==> src/logic/cmpcsr_regs.svh <==
// Register offsets, field positions and reset values of the comparator control block
// How it works
// - Writing one to bit 7 turns the comparator on; zero turns it off.
// - Bit 6 reads the comparison result: one when plus input exceeds minus.
// - Bit 5 sets on a rising result edge and stays until software clears it.
// - Bit 4 sets on a falling result edge and stays until software clears it.
// - Bits 3-2 select positive hysteresis: off, 5 mV, 10 mV, 20 mV.
// - Bits 1-0 select negative hysteresis: off, 5 mV, 10 mV, 20 mV.
// - The register is decoded at special function register address 0x9b.
// - Edge flags stay set until software writes zero or a reset occurs; result edges never clear them.
`ifndef CMPCSR_REGS_SVH
`define CMPCSR_REGS_SVH

// ==========================================
// Address and fields
`define CMPCSR_ADDR 8'h9b
`define CMPCSR_BIT_ON 7
`define CMPCSR_BIT_RESULT 6
`define CMPCSR_BIT_RISE 5
`define CMPCSR_BIT_FALL 4
`define CMPCSR_UPPER_HI 3
`define CMPCSR_UPPER_LO 2
`define CMPCSR_LOWER_HI 1
`define CMPCSR_LOWER_LO 0

// ==========================================
// Reset values
`define CMPCSR_RESET_VAL 8'h00
`define CMPCSR_HYST_RESET 2'h0

`endif

==> src/logic/cmpcsr_pkg.sv <==
// Types shared by the comparator control block
package cmpcsr_pkg;

	// ==========================================
	// Hysteresis codes
	typedef enum logic [1:0] {
		CMPCSR_HYST_OFF = 2'h0,
		CMPCSR_HYST_5MV = 2'h1,
		CMPCSR_HYST_10MV = 2'h2,
		CMPCSR_HYST_20MV = 2'h3
	} cmpcsr_hyst_type;

	// ==========================================
	// Settings driven to the analog core
	typedef struct packed {
		logic comparator_on;
		cmpcsr_hyst_type upper_hysteresis_sel;
		cmpcsr_hyst_type lower_hysteresis_sel;
	} cmpcsr_ctrl_type;

	// ==========================================
	// Special function register access
	typedef struct packed {
		logic [7:0] addr;
		logic wr;
		logic rd;
		logic [7:0] wdata;
	} cmpcsr_sfr_req_type;

endpackage : cmpcsr_pkg

==> src/logic/cmpcsr_edge.sv <==
// Synchroniser and edge detector for the comparator result
`timescale 1ns/100ps
module cmpcsr_edge (
	input wire logic clk_sys_i,
	input wire logic rst_i,
	input wire logic async_i,
	output logic level_o,
	output logic rise_o,
	output logic fall_o
);

	logic meta_q;
	logic sync_q;
	logic prev_q;

	// ==========================================
	// Two-stage synchroniser; the first stage feeds only the second
	always_ff @(posedge clk_sys_i) begin
		if (rst_i) begin
			meta_q <= 1'b0;
			sync_q <= 1'b0;
		end else begin
			meta_q <= async_i;
			sync_q <= meta_q;
		end
	end

	always_ff @(posedge clk_sys_i) begin
		if (rst_i) begin
			prev_q <= 1'b0;
		end else begin
			prev_q <= sync_q;
		end
	end

	assign level_o = sync_q;
	assign rise_o = sync_q & ~prev_q;
	assign fall_o = ~sync_q & prev_q;

endmodule : cmpcsr_edge

==> src/logic/cmpcsr_top.sv <==
// Comparator control and status register with edge event flags
`timescale 1ns/100ps
`include "cmpcsr_regs.svh"
module cmpcsr_top (
	input wire logic clk_sys_i,
	input wire logic rst_i,
	input wire cmpcsr_pkg::cmpcsr_sfr_req_type sfr_req_i,
	input wire logic compare_result_i,
	output logic [7:0] sfr_rdata_o,
	output logic sfr_sel_o,
	output cmpcsr_pkg::cmpcsr_ctrl_type ctrl_o
);

	logic hit;
	logic wr_hit;
	logic result_sync;
	logic rise_evt;
	logic fall_evt;
	logic comparator_on_q;
	logic [1:0] upper_hysteresis_sel_q;
	logic [1:0] lower_hysteresis_sel_q;
	logic rise_event_flag_q;
	logic fall_event_flag_q;
	logic [7:0] status_d;
	logic [7:0] sfr_rdata_q;
	logic sfr_sel_q;

	// ==========================================
	// Address decode
	always_comb begin
		if (sfr_req_i.addr == `CMPCSR_ADDR) begin
			hit = 1'b1;
		end else begin
			hit = 1'b0;
		end
	end
	assign wr_hit = hit & sfr_req_i.wr;

	// ==========================================
	// Result synchronisation and edge detection
	cmpcsr_edge u_edge (
		.clk_sys_i(clk_sys_i),
		.rst_i(rst_i),
		.async_i(compare_result_i),
		.level_o(result_sync),
		.rise_o(rise_evt),
		.fall_o(fall_evt)
	);

	// ==========================================
	// Control fields
	always_ff @(posedge clk_sys_i) begin
		if (rst_i) begin
			comparator_on_q <= 1'b0;
		end else if (wr_hit) begin
			comparator_on_q <= sfr_req_i.wdata[`CMPCSR_BIT_ON];
		end
	end

	always_ff @(posedge clk_sys_i) begin
		if (rst_i) begin
			upper_hysteresis_sel_q <= `CMPCSR_HYST_RESET;
			lower_hysteresis_sel_q <= `CMPCSR_HYST_RESET;
		end else if (wr_hit) begin
			upper_hysteresis_sel_q <= sfr_req_i.wdata[`CMPCSR_UPPER_HI:`CMPCSR_UPPER_LO];
			lower_hysteresis_sel_q <= sfr_req_i.wdata[`CMPCSR_LOWER_HI:`CMPCSR_LOWER_LO];
		end
	end

	// ==========================================
	// Sticky edge flags; a new edge wins over a clearing write so none is lost
	always_ff @(posedge clk_sys_i) begin
		if (rst_i) begin
			rise_event_flag_q <= 1'b0;
		end else if (rise_evt) begin
			rise_event_flag_q <= 1'b1;
		end else if (wr_hit) begin
			rise_event_flag_q <= sfr_req_i.wdata[`CMPCSR_BIT_RISE];
		end
	end

	always_ff @(posedge clk_sys_i) begin
		if (rst_i) begin
			fall_event_flag_q <= 1'b0;
		end else if (fall_evt) begin
			fall_event_flag_q <= 1'b1;
		end else if (wr_hit) begin
			fall_event_flag_q <= sfr_req_i.wdata[`CMPCSR_BIT_FALL];
		end
	end

	// ==========================================
	// Read path, registered so the outputs come straight from flip-flops
	always_comb begin
		status_d = `CMPCSR_RESET_VAL;
		status_d[`CMPCSR_BIT_ON] = comparator_on_q;
		status_d[`CMPCSR_BIT_RESULT] = result_sync;
		status_d[`CMPCSR_BIT_RISE] = rise_event_flag_q;
		status_d[`CMPCSR_BIT_FALL] = fall_event_flag_q;
		status_d[`CMPCSR_UPPER_HI:`CMPCSR_UPPER_LO] = upper_hysteresis_sel_q;
		status_d[`CMPCSR_LOWER_HI:`CMPCSR_LOWER_LO] = lower_hysteresis_sel_q;
	end

	always_ff @(posedge clk_sys_i) begin
		if (rst_i) begin
			sfr_rdata_q <= `CMPCSR_RESET_VAL;
			sfr_sel_q <= 1'b0;
		end else begin
			sfr_sel_q <= hit & sfr_req_i.rd;
			if (hit & sfr_req_i.rd) begin
				sfr_rdata_q <= status_d;
			end else begin
				sfr_rdata_q <= `CMPCSR_RESET_VAL;
			end
		end
	end

	assign sfr_rdata_o = sfr_rdata_q;
	assign sfr_sel_o = sfr_sel_q;
	assign ctrl_o.comparator_on = comparator_on_q;
	assign ctrl_o.upper_hysteresis_sel = cmpcsr_pkg::cmpcsr_hyst_type'(upper_hysteresis_sel_q);
	assign ctrl_o.lower_hysteresis_sel = cmpcsr_pkg::cmpcsr_hyst_type'(lower_hysteresis_sel_q);

endmodule : cmpcsr_top

==> config.mk <==
export PLATFORM = sky130hd
export DESIGN_NAME = cmpcsr_top
export DESIGN_NICKNAME = d
export VERILOG_FILES = /design/src/logic/cmpcsr_pkg.sv /design/src/logic/cmpcsr_edge.sv /design/src/logic/cmpcsr_top.sv
export VERILOG_INCLUDE_DIRS = /design/src /design/src/logic
export SDC_FILE = /design/constraint.sdc
export NUM_CORES = 1
export LEC_CHECK = 0
export ABC_AREA = 1
export BUFFER_PORTS_ARGS = -buffer_cell sky130_fd_sc_hd__buf_2
export CORE_MARGIN = 1.5
export CORE_UTILIZATION = 42
export DETAILED_ROUTE_END_ITERATION = 6
export GPL_ROUTABILITY_DRIVEN = 0
export GPL_TIMING_DRIVEN = 1
export MAX_ROUTING_LAYER = met4
export PLACE_DENSITY = 0.74
export SETUP_SLACK_MARGIN = 0.15
export SYNTH_ARGS = -nofsm -noshare
export SYNTH_HDL_FRONTEND = slang
export SYNTH_SLANG_ARGS = --single-unit
==> constraint.sdc <==
create_clock -name clk_sys_i -period 1.1 [get_ports clk_sys_i]
set_input_delay 0.22 -clock clk_sys_i [delete_from_list [all_inputs] [get_ports clk_sys_i]]
set_output_delay 0.22 -clock clk_sys_i [all_outputs]
set_load 0.05 [all_outputs]
**After elaboration in Yosys (flattened, before gate mapping)**

Index checks and enable logic that the tools add are counted.

- Output and inout port bits: 14
- Input bits: 21
- Word-level logic and storage cells: 26
- Register bits after elaboration: 19

- Equality and inequality tests: 1
- Multiplexer cells: 5
- Reductions and logical operators: 3
- Bitwise logic cells: 7

Operators by type and width:

| cell | number |
|---|---|
| $eq A8 B8 Y1 const B | 1 |
| $mux W1 | 5 |
| $and A1 B1 Y1 | 4 |
| $reduce_bool A2 Y1 | 2 |
| $not A1 Y1 | 3 |
| $reduce_or A2 Y1 | 1 |

**Logic depth before layout (Yosys ltp)**

Gate-level depths: netlist (run 1).

- Depth after elaboration: 5
- Gate-level depth with buffers: 7
- Depth with buffers taken out: 7

**Hierarchy**

Synthesis (run 1) repeated with hierarchy kept, for this count alone.

- Cell total of the unflattened synthesis: 91
- Area, all modules: 701.9 um^2

By module, submodules not included:

| module | area an instance (um^2) | times used | cells an instance | seq. area each (um^2) |
|---|---|---|---|---|
| cmpcsr_top | 608.1 | 1 | 79 | 320.3 |
| cmpcsr_edge | 93.8 | 1 | 12 | 60.1 |

**Worst setup path before layout (run 1)**

Ideal clock, no wire load.

- Path kind: register -> register
- Start point: register lower_hysteresis_sel_q[0] (netlist name)
- End point: register lower_hysteresis_sel_q[0]
- Stages on the path, launching flop included: 3
- Buffers on the path: 0
- Required time: 1.029 ns
- Library setup time: 0.071 ns
- Period minus slack after synthesis: 0.902 ns
- Data arrival time: 0.831 ns
- Setup slack: 0.198 ns
- Cells stage by stage: dfxtp_1 -> nand2_1 -> a21oi_1

RTL lines:

| item | RTL line | source |
|---|---|---|
| end signal: assignment | cmpcsr_top.sv:63 | `` lower_hysteresis_sel_q <= `CMPCSR_HYST_RESET; `` |
| end signal: assignment | cmpcsr_top.sv:66 | `` lower_hysteresis_sel_q <= sfr_req_i.wdata[`CMPCSR_LOWER_HI:`CMPCSR_LOWER_LO]; `` |
| end: declaration | cmpcsr_top.sv:21 | `logic [1:0] lower_hysteresis_sel_q;` |

**Worst setup path in the final report (run 1)**

- Start point: register comparator_on_q
- End point: output port ctrl_o[4] (netlist name)

RTL lines:

| item | RTL line | source |
|---|---|---|
| start: declaration | cmpcsr_top.sv:19 | `logic comparator_on_q;` |
| start signal: assignment | cmpcsr_top.sv:56 | `` comparator_on_q <= sfr_req_i.wdata[`CMPCSR_BIT_ON]; `` |
| end: declaration | cmpcsr_top.sv:11 | `output cmpcsr_pkg::cmpcsr_ctrl_type ctrl_o` |

No word-level cell between the ends.

==> flow_metrics.env, run 1 <==
export IMPL_final_net_count=148
export IMPL_route_met3_wl_um=56
export IMPL_routed_wl_um=1450
export IMPL_antenna_found_initial=0
export IMPL_stdcell_count=142
export IMPL_syn_nets=106
export IMPL_path_clk_slew_ns=0.10
export IMPL_p_per_area_nw_per_um2=1040
export IMPL_worst_path_max_delay_cell="dfxtp_2"
export IMPL_fin_crit_ns=1.03
export IMPL_place_inst=133
export IMPL_drive_gt1_share_pct=50.0
export IMPL_synth_seq_cells=19
export IMPL_numCtsBuffers=3
export IMPL_crit_path_max_incr_delay_ns=0.37
export IMPL_cts_hold_buf=0
export IMPL_grt_max_degree=11
export IMPL_cp_top_family="flip-flops"
export IMPL_rsz0062_at_grt="true"
export IMPL_die_w_um=43.7
export IMPL_num_rows=14
export IMPL_drt_iter0_drc=15
export IMPL_clock_sinks=19
export IMPL_syn_to_final_growth_pct=54.9
export IMPL_max_cap_violations=0
export IMPL_ys_warn_count=0
export IMPL_grt_pass1_wl_um=2360
export IMPL_drv_slew=0
export IMPL_cts_tree="done"
export IMPL_grt_pass1_vias=599
export IMPL_finalCritPeriodShare_pct=93.4
export IMPL_dr_wl_met2_um=772
export IMPL_post_route_util_pct=70.9
export IMPL_syn_cell_area_um2=697
export IMPL_wirelength_met1_um=596
export IMPL_htreeDepth=1
export IMPL_placed_area_um2=878
export IMPL_setup_worst_path_start="comparator_on_q$_SDFFE_PP0P_"
export IMPL_routed_top_layer="met4"
export IMPL_outcome="finished, final reports clean"
export IMPL_dr_pass1_iters=4
export IMPL_worst_pin_slew_ns=0.213
export IMPL_drc=0
export IMPL_seq_area_frac_synth_pct=54.6
export IMPL_r2r_setup_slack_ns=0.19
export IMPL_yosysUniqueCellTypes=14
export IMPL_grt_remaining_overflow=0
export IMPL_maxSlewHeadroom_pct=85.8
export IMPL_grt_use_total_pct=17.5
export IMPL_wl_per_cell_um=10.2
export IMPL_r2r_end="rise_event_flag_q$_SDFFE_PP0P_"
export IMPL_final_hold_violation_count=0
export IMPL_skew_ns=0.00571
export IMPL_start_kind="flop"
export IMPL_core_area_um2=1520
export IMPL_synth_cells=85
export IMPL_antenna_cells=0
export IMPL_crit_buf_inv=1
export IMPL_clkLatencyLatePin_ns=0.29
export IMPL_portBuffers=33
export IMPL_p_leak_nw=0.497
export IMPL_vdd_drop_max_mv=0.699
export IMPL_r2r_start="u_edge.level_o$_SDFF_PP0_"
export IMPL_holdCritPathClass="primary input to flop"
export IMPL_die_h_um=43.7
export IMPL_route_vias_total=642
export IMPL_drt_vias_per_instance=4.52
export IMPL_clockRootBuffer="clkbuf_4"
export IMPL_setup_viol=0
export IMPL_pin_count=35
export IMPL_worstPathRequired_ns=0.88
export IMPL_syn_area_per_cell_um2=8.20
export IMPL_ff2ff_path_depth=5
export IMPL_initial_utilization_pct=45.7
export IMPL_clock_path_buffers=2
export IMPL_fmax_mhz=973
export IMPL_fp_dieArea_um2=1910
export IMPL_worstPathArrival_ns=0.81
export IMPL_hpwlAfterDp_um=978
export IMPL_cp_end_kind="output port"
export IMPL_worst_setup_path_type="flop to output port"
export IMPL_path_cells="buf_8"
export IMPL_worstHoldStart="compare_result_i"
export IMPL_hold_depth=3
export IMPL_ant_nets=0
export IMPL_design_area_um2=1080
export IMPL_hold_path_end="u_edge.meta_q$_SDFF_PP0_"
export IMPL_crit_fanout=2
## flip-flops by register name, indices dropped and copies added, names as in the netlist
name and flops:
sfr_rdata_o 8, lower_hysteresis_sel_q 2, upper_hysteresis_sel_q 2, comparator_on_q 1, fall_event_flag_q 1, rise_event_flag_q 1, sfr_sel_o 1, u_edge.level_o 1
u_edge.meta_q 1, u_edge.prev_q 1
## per-stage QoR
stage	power [mW]	setup WS, ns	hold slack [ns]	TNS, ns
3_3_place_gp	0.792	0.0387	0.391	0
2_1_floorplan	0.750	0.198	0.327	0
4_1_cts	1.14	0.0587	0.122	0
3_5_place_dp	0.795	-0.00453	0.395	-0.00453
5_1_grt	1.18	0.0368	0.112	0
6_report	1.12	0.0721	0.125	0
## final cells by class
type	count	area, µm²
inverter	17	63.8
tap	16	20.0
clock buffer	4	26.3
timing repair buffer	39	328
sequential	19	398
fill	116	444
multi-input combinational	47	244
## cells by family (layout without fill, tap and decap cells)
group | Yosys count | in the layout | synth area share, %
AO/OA/AOI/OAI | 7 | 7 | 5.03
buffers and inverters | 19 | 60 | 10.8
flip-flops | 19 | 19 | 54.6
AND/OR/NAND/NOR | 40 | 40 | 29.6
## report_power, final
group          switching (mW)  total, mW  internal, mW
combinational          0.0436     0.0841        0.0405
sequential            0.00245      0.696         0.694
clock                   0.202      0.343         0.141
total                   0.248       1.12         0.875
## tightest hold or removal path, cell delays in order
cell    delay, ns
buf_2        0.09
inv_1        0.04
nor2_1       0.03
## synth_stat cells
cell type	number	share of area [%]
clkbuf_1	1	0.54
nand3_2	1	1.4
inv_1	17	9.2
nand3_4	1	2.5
dfxtp_1	19	55
or2_2	1	0.90
nand3_1	1	0.72
buf_4	1	1.1
nor2_4	2	3.2
nand2_1	15	8.1
a21oi_1	7	5.0
nor2_1	12	6.5
nand2_2	2	1.8
nand4_1	5	4.5
## layout by cell type, fill, tap and decap left out, drive strengths merged
cell type,count
buf,39
or2,1
inv,17
nand2,17
nor2,14
clkbuf,4
a21oi,7
nand3,3
dfxtp,19
nand4,5
## metal layers
metal,up-vias,global-route usage [%]
met5,-,-
met4,0,10.3
met3,4,4.17
met2,16,29.1
met1,282,18.7
li1,340,-
## how the worst max path moves through the flow
stage	endpoint	slack [ns]	depth (start not counted)
CTS	ctrl_o[1]	0.06	1
detailed placement	rise_event_flag_q$_SDFFE_PP0P_	-0.005	8
global route	ctrl_o[4]	0.04	1
floorplan	lower_hysteresis_sel_q[0]$_SDFFE_PP0P_	0.20	2
finish	ctrl_o[4]	0.07	1
global placement	fall_event_flag_q$_SDFFE_PP0P_	0.04	8
## what timing repair did
action                                  4_1_cts  5_1_grt
resized for setup                            47        4
buffers inserted                              3        2
endpoints found under the setup margin       15       14
endpoints found under the hold margin         0        0
pin swaps                                     0        0
No activity file was read; power rests on OpenSTA's default activity.
==> run 2: changes to the inputs <==
- CORE_UTILIZATION: 42 -> 33
- PLACE_DENSITY: 0.74 -> unset
==> run 2 against run 1 <==
Die area grew 25%; fmax grew 0.19%; sequential share of layout area shrank 0.63 points; via count shrank 1.7%; largest power group unchanged; utilization shrank 15 points; combinational power grew 0.7%; global-route usage shrank 4.4 points; wire length shrank 7.9%; non-clock buffer count is the same; count of clock-buffer cells in the layout shrank 1; power shrank 0.69%.
==> flow_metrics.env, run 2 (synthesis results as in run 1) <==
export IMPL_die_w_um=49.0
export IMPL_dr_pass1_iters=4
export IMPL_worstPathArrival_ns=0.81
export IMPL_setup_viol=0
export IMPL_drive_gt1_share_pct=52.4
export IMPL_initial_utilization_pct=35.2
export IMPL_fin_setup_tns_ns=0
export IMPL_fin_crit_ns=1.03
export IMPL_pin_count=35
export IMPL_placed_area_um2=892
export IMPL_antenna_cells=0
export IMPL_route_vias_total=631
export IMPL_clock_power_share_pct=30.0
export IMPL_fmax_mhz=975
export IMPL_grt_use_total_pct=13.1
export IMPL_start_kind="flop"
export IMPL_place_inst=144
export IMPL_final_hold_violation_count=0
export IMPL_holdCritPathClass="primary input to flop"
export IMPL_routed_wl_um=1330
export IMPL_cts_tree="done"
export IMPL_multi_input_area_um2=248
export IMPL_clock_path_buffers=2
export IMPL_worst_path_max_delay_cell="dfxtp_2"
export IMPL_htreeDepth=1
export IMPL_syn_to_final_growth_pct=57.6
export IMPL_vdd_drop_max_mv=0.769
export IMPL_path_clk_slew_ns=0.10
export IMPL_wirelength_met1_um=595
export IMPL_cp_top_family="flip-flops"
export IMPL_drc=0
export IMPL_grt_pass1_wl_um=2420
export IMPL_worstPathRequired_ns=0.88
export IMPL_worst_pin_slew_ns=0.220
export IMPL_final_common_cell="buf_2"
export IMPL_numCtsBuffers=3
export IMPL_outcome="finished, final reports clean"
export IMPL_cp_end_kind="output port"
export IMPL_hpwlAfterDp_um=934
export IMPL_cts_hold_buf=0
export IMPL_core_area_um2=1980
export IMPL_worst_setup_path_type="flop to output port"
export IMPL_final_net_count=148
export IMPL_dr_wl_met2_um=629
export IMPL_drv_slew=0
export IMPL_fill_cells=183
export IMPL_clkLatencyLatePin_ns=0.29
export IMPL_grt_max_degree=12
export IMPL_swShare_pct=22.0
export IMPL_ant_nets=0
export IMPL_skew_ns=0.000738
export IMPL_crit_fanout=2
export IMPL_wl_per_cell_um=8.72
export IMPL_routed_top_layer="met4"
export IMPL_p_leak_nw=0.499
export IMPL_rsz0062_at_grt="true"
export IMPL_maxSlewHeadroom_pct=85.3
export IMPL_seqPwrFrac_pct=62.4
export IMPL_p_int_mw=0.870
export IMPL_design_area_um2=1100
export IMPL_drt_vias_per_instance=4.12
export IMPL_worst_hold_slack_ns=0.122
export IMPL_portBuffers=33
export IMPL_largest_reg_flops=8
export IMPL_num_rows=16
export IMPL_path_cells="buf_8"
export IMPL_fp_dieArea_um2=2400
export IMPL_clock_sinks=19
export IMPL_grt_pass1_vias=626
export IMPL_drt_iter0_drc=4
export IMPL_stdcell_count=153
export IMPL_antenna_found_initial=0
export IMPL_switching_power_mw=0.245
export IMPL_crit_buf_inv=1
export IMPL_max_cap_violations=0
export IMPL_finalCritPeriodShare_pct=93.3
export IMPL_p_per_area_nw_per_um2=1020
export IMPL_clockRootBuffer="clkbuf_4"
export IMPL_crit_path_max_incr_delay_ns=0.37
export IMPL_final_cell_mix="19 x buf_2, 16 x inv_1, 15 x nand2_1"
export IMPL_grt_remaining_overflow=0
export IMPL_power_share_combinational_pct=7.6
export IMPL_route_met3_wl_um=85
export IMPL_regArea_um2=398
export IMPL_die_h_um=49.0
## run 2: stage by stage
step	setup WS [ns]	total power [mW]	util (%)
finish	0.0741	1.12	55.4
global route	0.0356	1.18	55.4
CTS	0.0698	1.13	54.9
detailed placement	0.00717	0.794	45.0
global placement	0.0290	0.792	45.0
floorplan	0.198	0.750	-
## run 2: final timing paths
kind	from	to	slack, ns	cells past startpoint
hold / removal	compare_result_i	u_edge.meta_q$_SDFF_PP0_	0.12	3
hold reg to reg	u_edge.meta_q$_SDFF_PP0_	u_edge.level_o$_SDFF_PP0_	0.41	2
setup reg to reg	u_edge.level_o$_SDFF_PP0_	rise_event_flag_q$_SDFFE_PP0P_	0.22	5
setup / recovery	upper_hysteresis_sel_q[1]$_SDFFE_PP0P_	ctrl_o[3]	0.07	1
## run 2: what timing repair did
action,in CTS,in global routing
setup endpoints to repair,15,15
buffers inserted,5,0
resized for setup,49,4
pin swaps,0,0
## run 2: metal layers
metal / vias up / GRT usage (%)
met5: - / -
met4: 0 / 2.86
met3: 4 / 5.52
met2: 19 / 22.1
met1: 267 / 14.3
li1: 341 / -
## run 2: area by class of cell
type | count | share of cell area [%]
multi-input cells | 47 | 22.6
inverters | 17 | 5.81
well taps | 27 | 3.08
clock inverters | 1 | 0.456
clock buffers | 3 | 2.05
repair buffers | 39 | 29.8
flip-flops and latches | 19 | 36.2
## run 2: power by group through the flow
| stage | Clock, mW | Combinational [mW] | Sequential [mW] |
|---|---|---|---|
| finish | 0.334 | 0.0847 | 0.696 |
| detailed placement | 0 | 0.0817 | 0.713 |
| floorplan | 0 | 0.0369 | 0.713 |
| CTS | 0.352 | 0.0838 | 0.696 |
| global route | 0.389 | 0.0952 | 0.698 |
| global placement | 0 | 0.0800 | 0.712 |
==> run 3: changes to the inputs <==
- ABC_AREA: 1 -> 0
==> run 3 against run 2 <==
Design area up 7.7%; sequential power about the same; sequential cell count unchanged.
==> flow_metrics.env, run 3 <==
export IMPL_syn_nets=86
export IMPL_largest_reg_flops=8
export IMPL_die_h_um=49.4
export IMPL_synthFlopType="dfxtp_1"
export IMPL_final_net_count=132
export IMPL_worstPathArrival_ns=0.84
export IMPL_wl_per_cell_um=12.8
export IMPL_worst_pin_slew_ns=0.227
export IMPL_regArea_um2=398
export IMPL_core_area_um2=2000
export IMPL_drive_gt1_share_pct=65.5
export IMPL_seq_area_frac_synth_pct=53.5
export IMPL_fill_cells=174
export IMPL_initial_utilization_pct=35.5
export IMPL_drt_vias_per_instance=4.72
export IMPL_antenna_cells=0
export IMPL_drt_iter0_drc=8
export IMPL_clock_sinks=19
export IMPL_grt_max_degree=11
export IMPL_syn_cell_area_um2=711
export IMPL_dr_pass1_iters=3
export IMPL_synth_top_cell_area_share_pct=53.5
export IMPL_syn_area_per_cell_um2=10.9
export IMPL_numCtsBuffers=3
export IMPL_setup_viol=0
export IMPL_multi_input_area_um2=345
export IMPL_outcome="finished, final reports clean"
export IMPL_cts_tree="done"
export IMPL_max_cap_violations=0
export IMPL_cp_end_kind="output port"
export IMPL_synth_seq_cells=19
export IMPL_crit_fanout=2
export IMPL_path_cells="buf_8"
export IMPL_worstPathRequired_ns=0.88
export IMPL_grt_use_total_pct=15.2
export IMPL_antenna_found_initial=0
export IMPL_syn_to_final_growth_pct=66.5
export IMPL_grt_met3_usage_pct=3.37
export IMPL_crit_path_max_incr_delay_ns=0.37
export IMPL_final_common_cell="buf_2"
export IMPL_holdCritPathClass="primary input to flop"
export IMPL_post_route_util_pct=59.1
export IMPL_synth_edff_count=0
export IMPL_final_cell_mix="19 x buf_2, 14 x dfxtp_2, 13 x buf_4"
export IMPL_num_rows=16
export IMPL_vdd_drop_max_mv=0.451
export IMPL_hpwlAfterDp_um=1210
export IMPL_finalCritPeriodShare_pct=96.0
export IMPL_p_leak_nw=0.514
export IMPL_use_met2_pct=24.1
export IMPL_pin_count=35
export IMPL_portBuffers=33
export IMPL_yosysTopAreaCell="dfxtp_1"
export IMPL_synth_most_common_cell="dfxtp_1"
export IMPL_yosysUniqueCellTypes=19
export IMPL_skew_ns=0.00333
export IMPL_clkLatencyLatePin_ns=0.30
export IMPL_clockRootBuffer="clkbuf_4"
export IMPL_die_w_um=49.4
export IMPL_grt_pass1_wl_um=2620
export IMPL_route_vias_total=647
export IMPL_synthArstFlopShare_pct=0
export IMPL_grt_remaining_overflow=0
export IMPL_start_kind="flop"
export IMPL_cp_top_family="flip-flops"
export IMPL_total_power_mw=1.16
export IMPL_routed_wl_um=1750
export IMPL_fmax_mhz=947
export IMPL_worst_setup_path_type="flop to output port"
export IMPL_ant_nets=0
export IMPL_worst_path_max_delay_cell="dfxtp_2"
export IMPL_drc=0
export IMPL_busiest_layer="met2"
export IMPL_maxSlewHeadroom_pct=84.8
export IMPL_fp_dieArea_um2=2440
export IMPL_path_clk_slew_ns=0.10
export IMPL_drv_slew=0
export IMPL_crit_buf_inv=1
export IMPL_fin_crit_ns=1.06
export IMPL_grt_util_met1_pct=15.4
export IMPL_ys_warn_count=0
export IMPL_p_per_area_nw_per_um2=979
export IMPL_synthTopCellsByArea="dfxtp_1 54%, and2_1 7.0%, o31ai_1 5.3%"
export IMPL_htreeDepth=1
export IMPL_rsz0062_at_grt="true"
export IMPL_synth_cells=65
export IMPL_final_hold_violation_count=0
export IMPL_grt_pass1_vias=632
export IMPL_clock_path_buffers=2
export IMPL_synth_top_cells_by_count="19 x dfxtp_1, 8 x and2_1"
-- run 3: cell types whose count changed after synthesis, sizes merged, moves of 3 or more --
cell   before  now
and2        0    8
o31ai       0    5
nor2b       0    5
nand2      17    0
nor2       14    2
nand3       3    0
inv        17    1
-- run 3: cells by family (layout without fill, tap and decap cells) --
logic type	count (synthesis)	count (layout)	synth area share (%)
flops	19	19	53.5
simple gates	26	26	29.0
buf+inv	6	51	4.05
compound gates	14	14	13.4
-- run 3: layout make-up --
type	count	share of cell area, %
flip-flops and latches	19	33.6
repair buffers	46	31.8
multi-input cells	40	29.2
well taps	27	2.85
clock buffers	4	2.22
inverters	1	0.317
-- run 3: through the flow --
step,setup TNS (ns),std cells,hold WS [ns],setup WS [ns],area (µm²)
after global placement,-1.46,127,0.421,-0.115,942
after global routing,0,137,0.142,0.0221,1180
after floorplan,0,65,0.312,0.0458,717
after CTS,0,136,0.135,0.0709,1120
final,0,137,0.133,0.0443,1180
after detailed placement,-1.74,127,0.429,-0.137,942
-- run 3: per-layer routing --
metal  vias to the layer above  wire length [µm]
met5                         -                 0
met4                         0                75
met3                         7                81
met2                        26               861
met1                       289               733
li1                        325                 -
-- run 3: timing repair --
item | 4_1_cts | 5_1_grt
hold buffers | 0 | 0
setup buffers | 5 | 1
gates resized for setup | 43 | 9
setup endpoints to repair | 14 | 23
pin swaps | 0 | 1
endpoints found under the hold margin | 0 | 0
-- run 3: final timing paths --
kind	start	to	slack (ns)	depth (start not counted)
max	comparator_on_q$_SDFFE_PP0P_	ctrl_o[4]	0.04	1
min	compare_result_i	u_edge.meta_q$_SDFF_PP0_	0.13	2
max reg2reg	u_edge.prev_q$_SDFF_PP0_	fall_event_flag_q$_SDFFE_PP0P_	0.18	3
min reg2reg	u_edge.meta_q$_SDFF_PP0_	u_edge.level_o$_SDFF_PP0_	0.44	1
-- run 3: power breakdown --
part           internal, mW  total (mW)  switching (mW)
Combinational        0.0573       0.109          0.0517
Sequential            0.695       0.699         0.00457
Clock                 0.142       0.351           0.209
-- run 3: worst register-to-register path, cell delays in order (launching register included) --
cell,delay (ns)
dfxtp_1,0.38
nor2b_2,0.20
nor2_1,0.06
a211oi_1,0.22
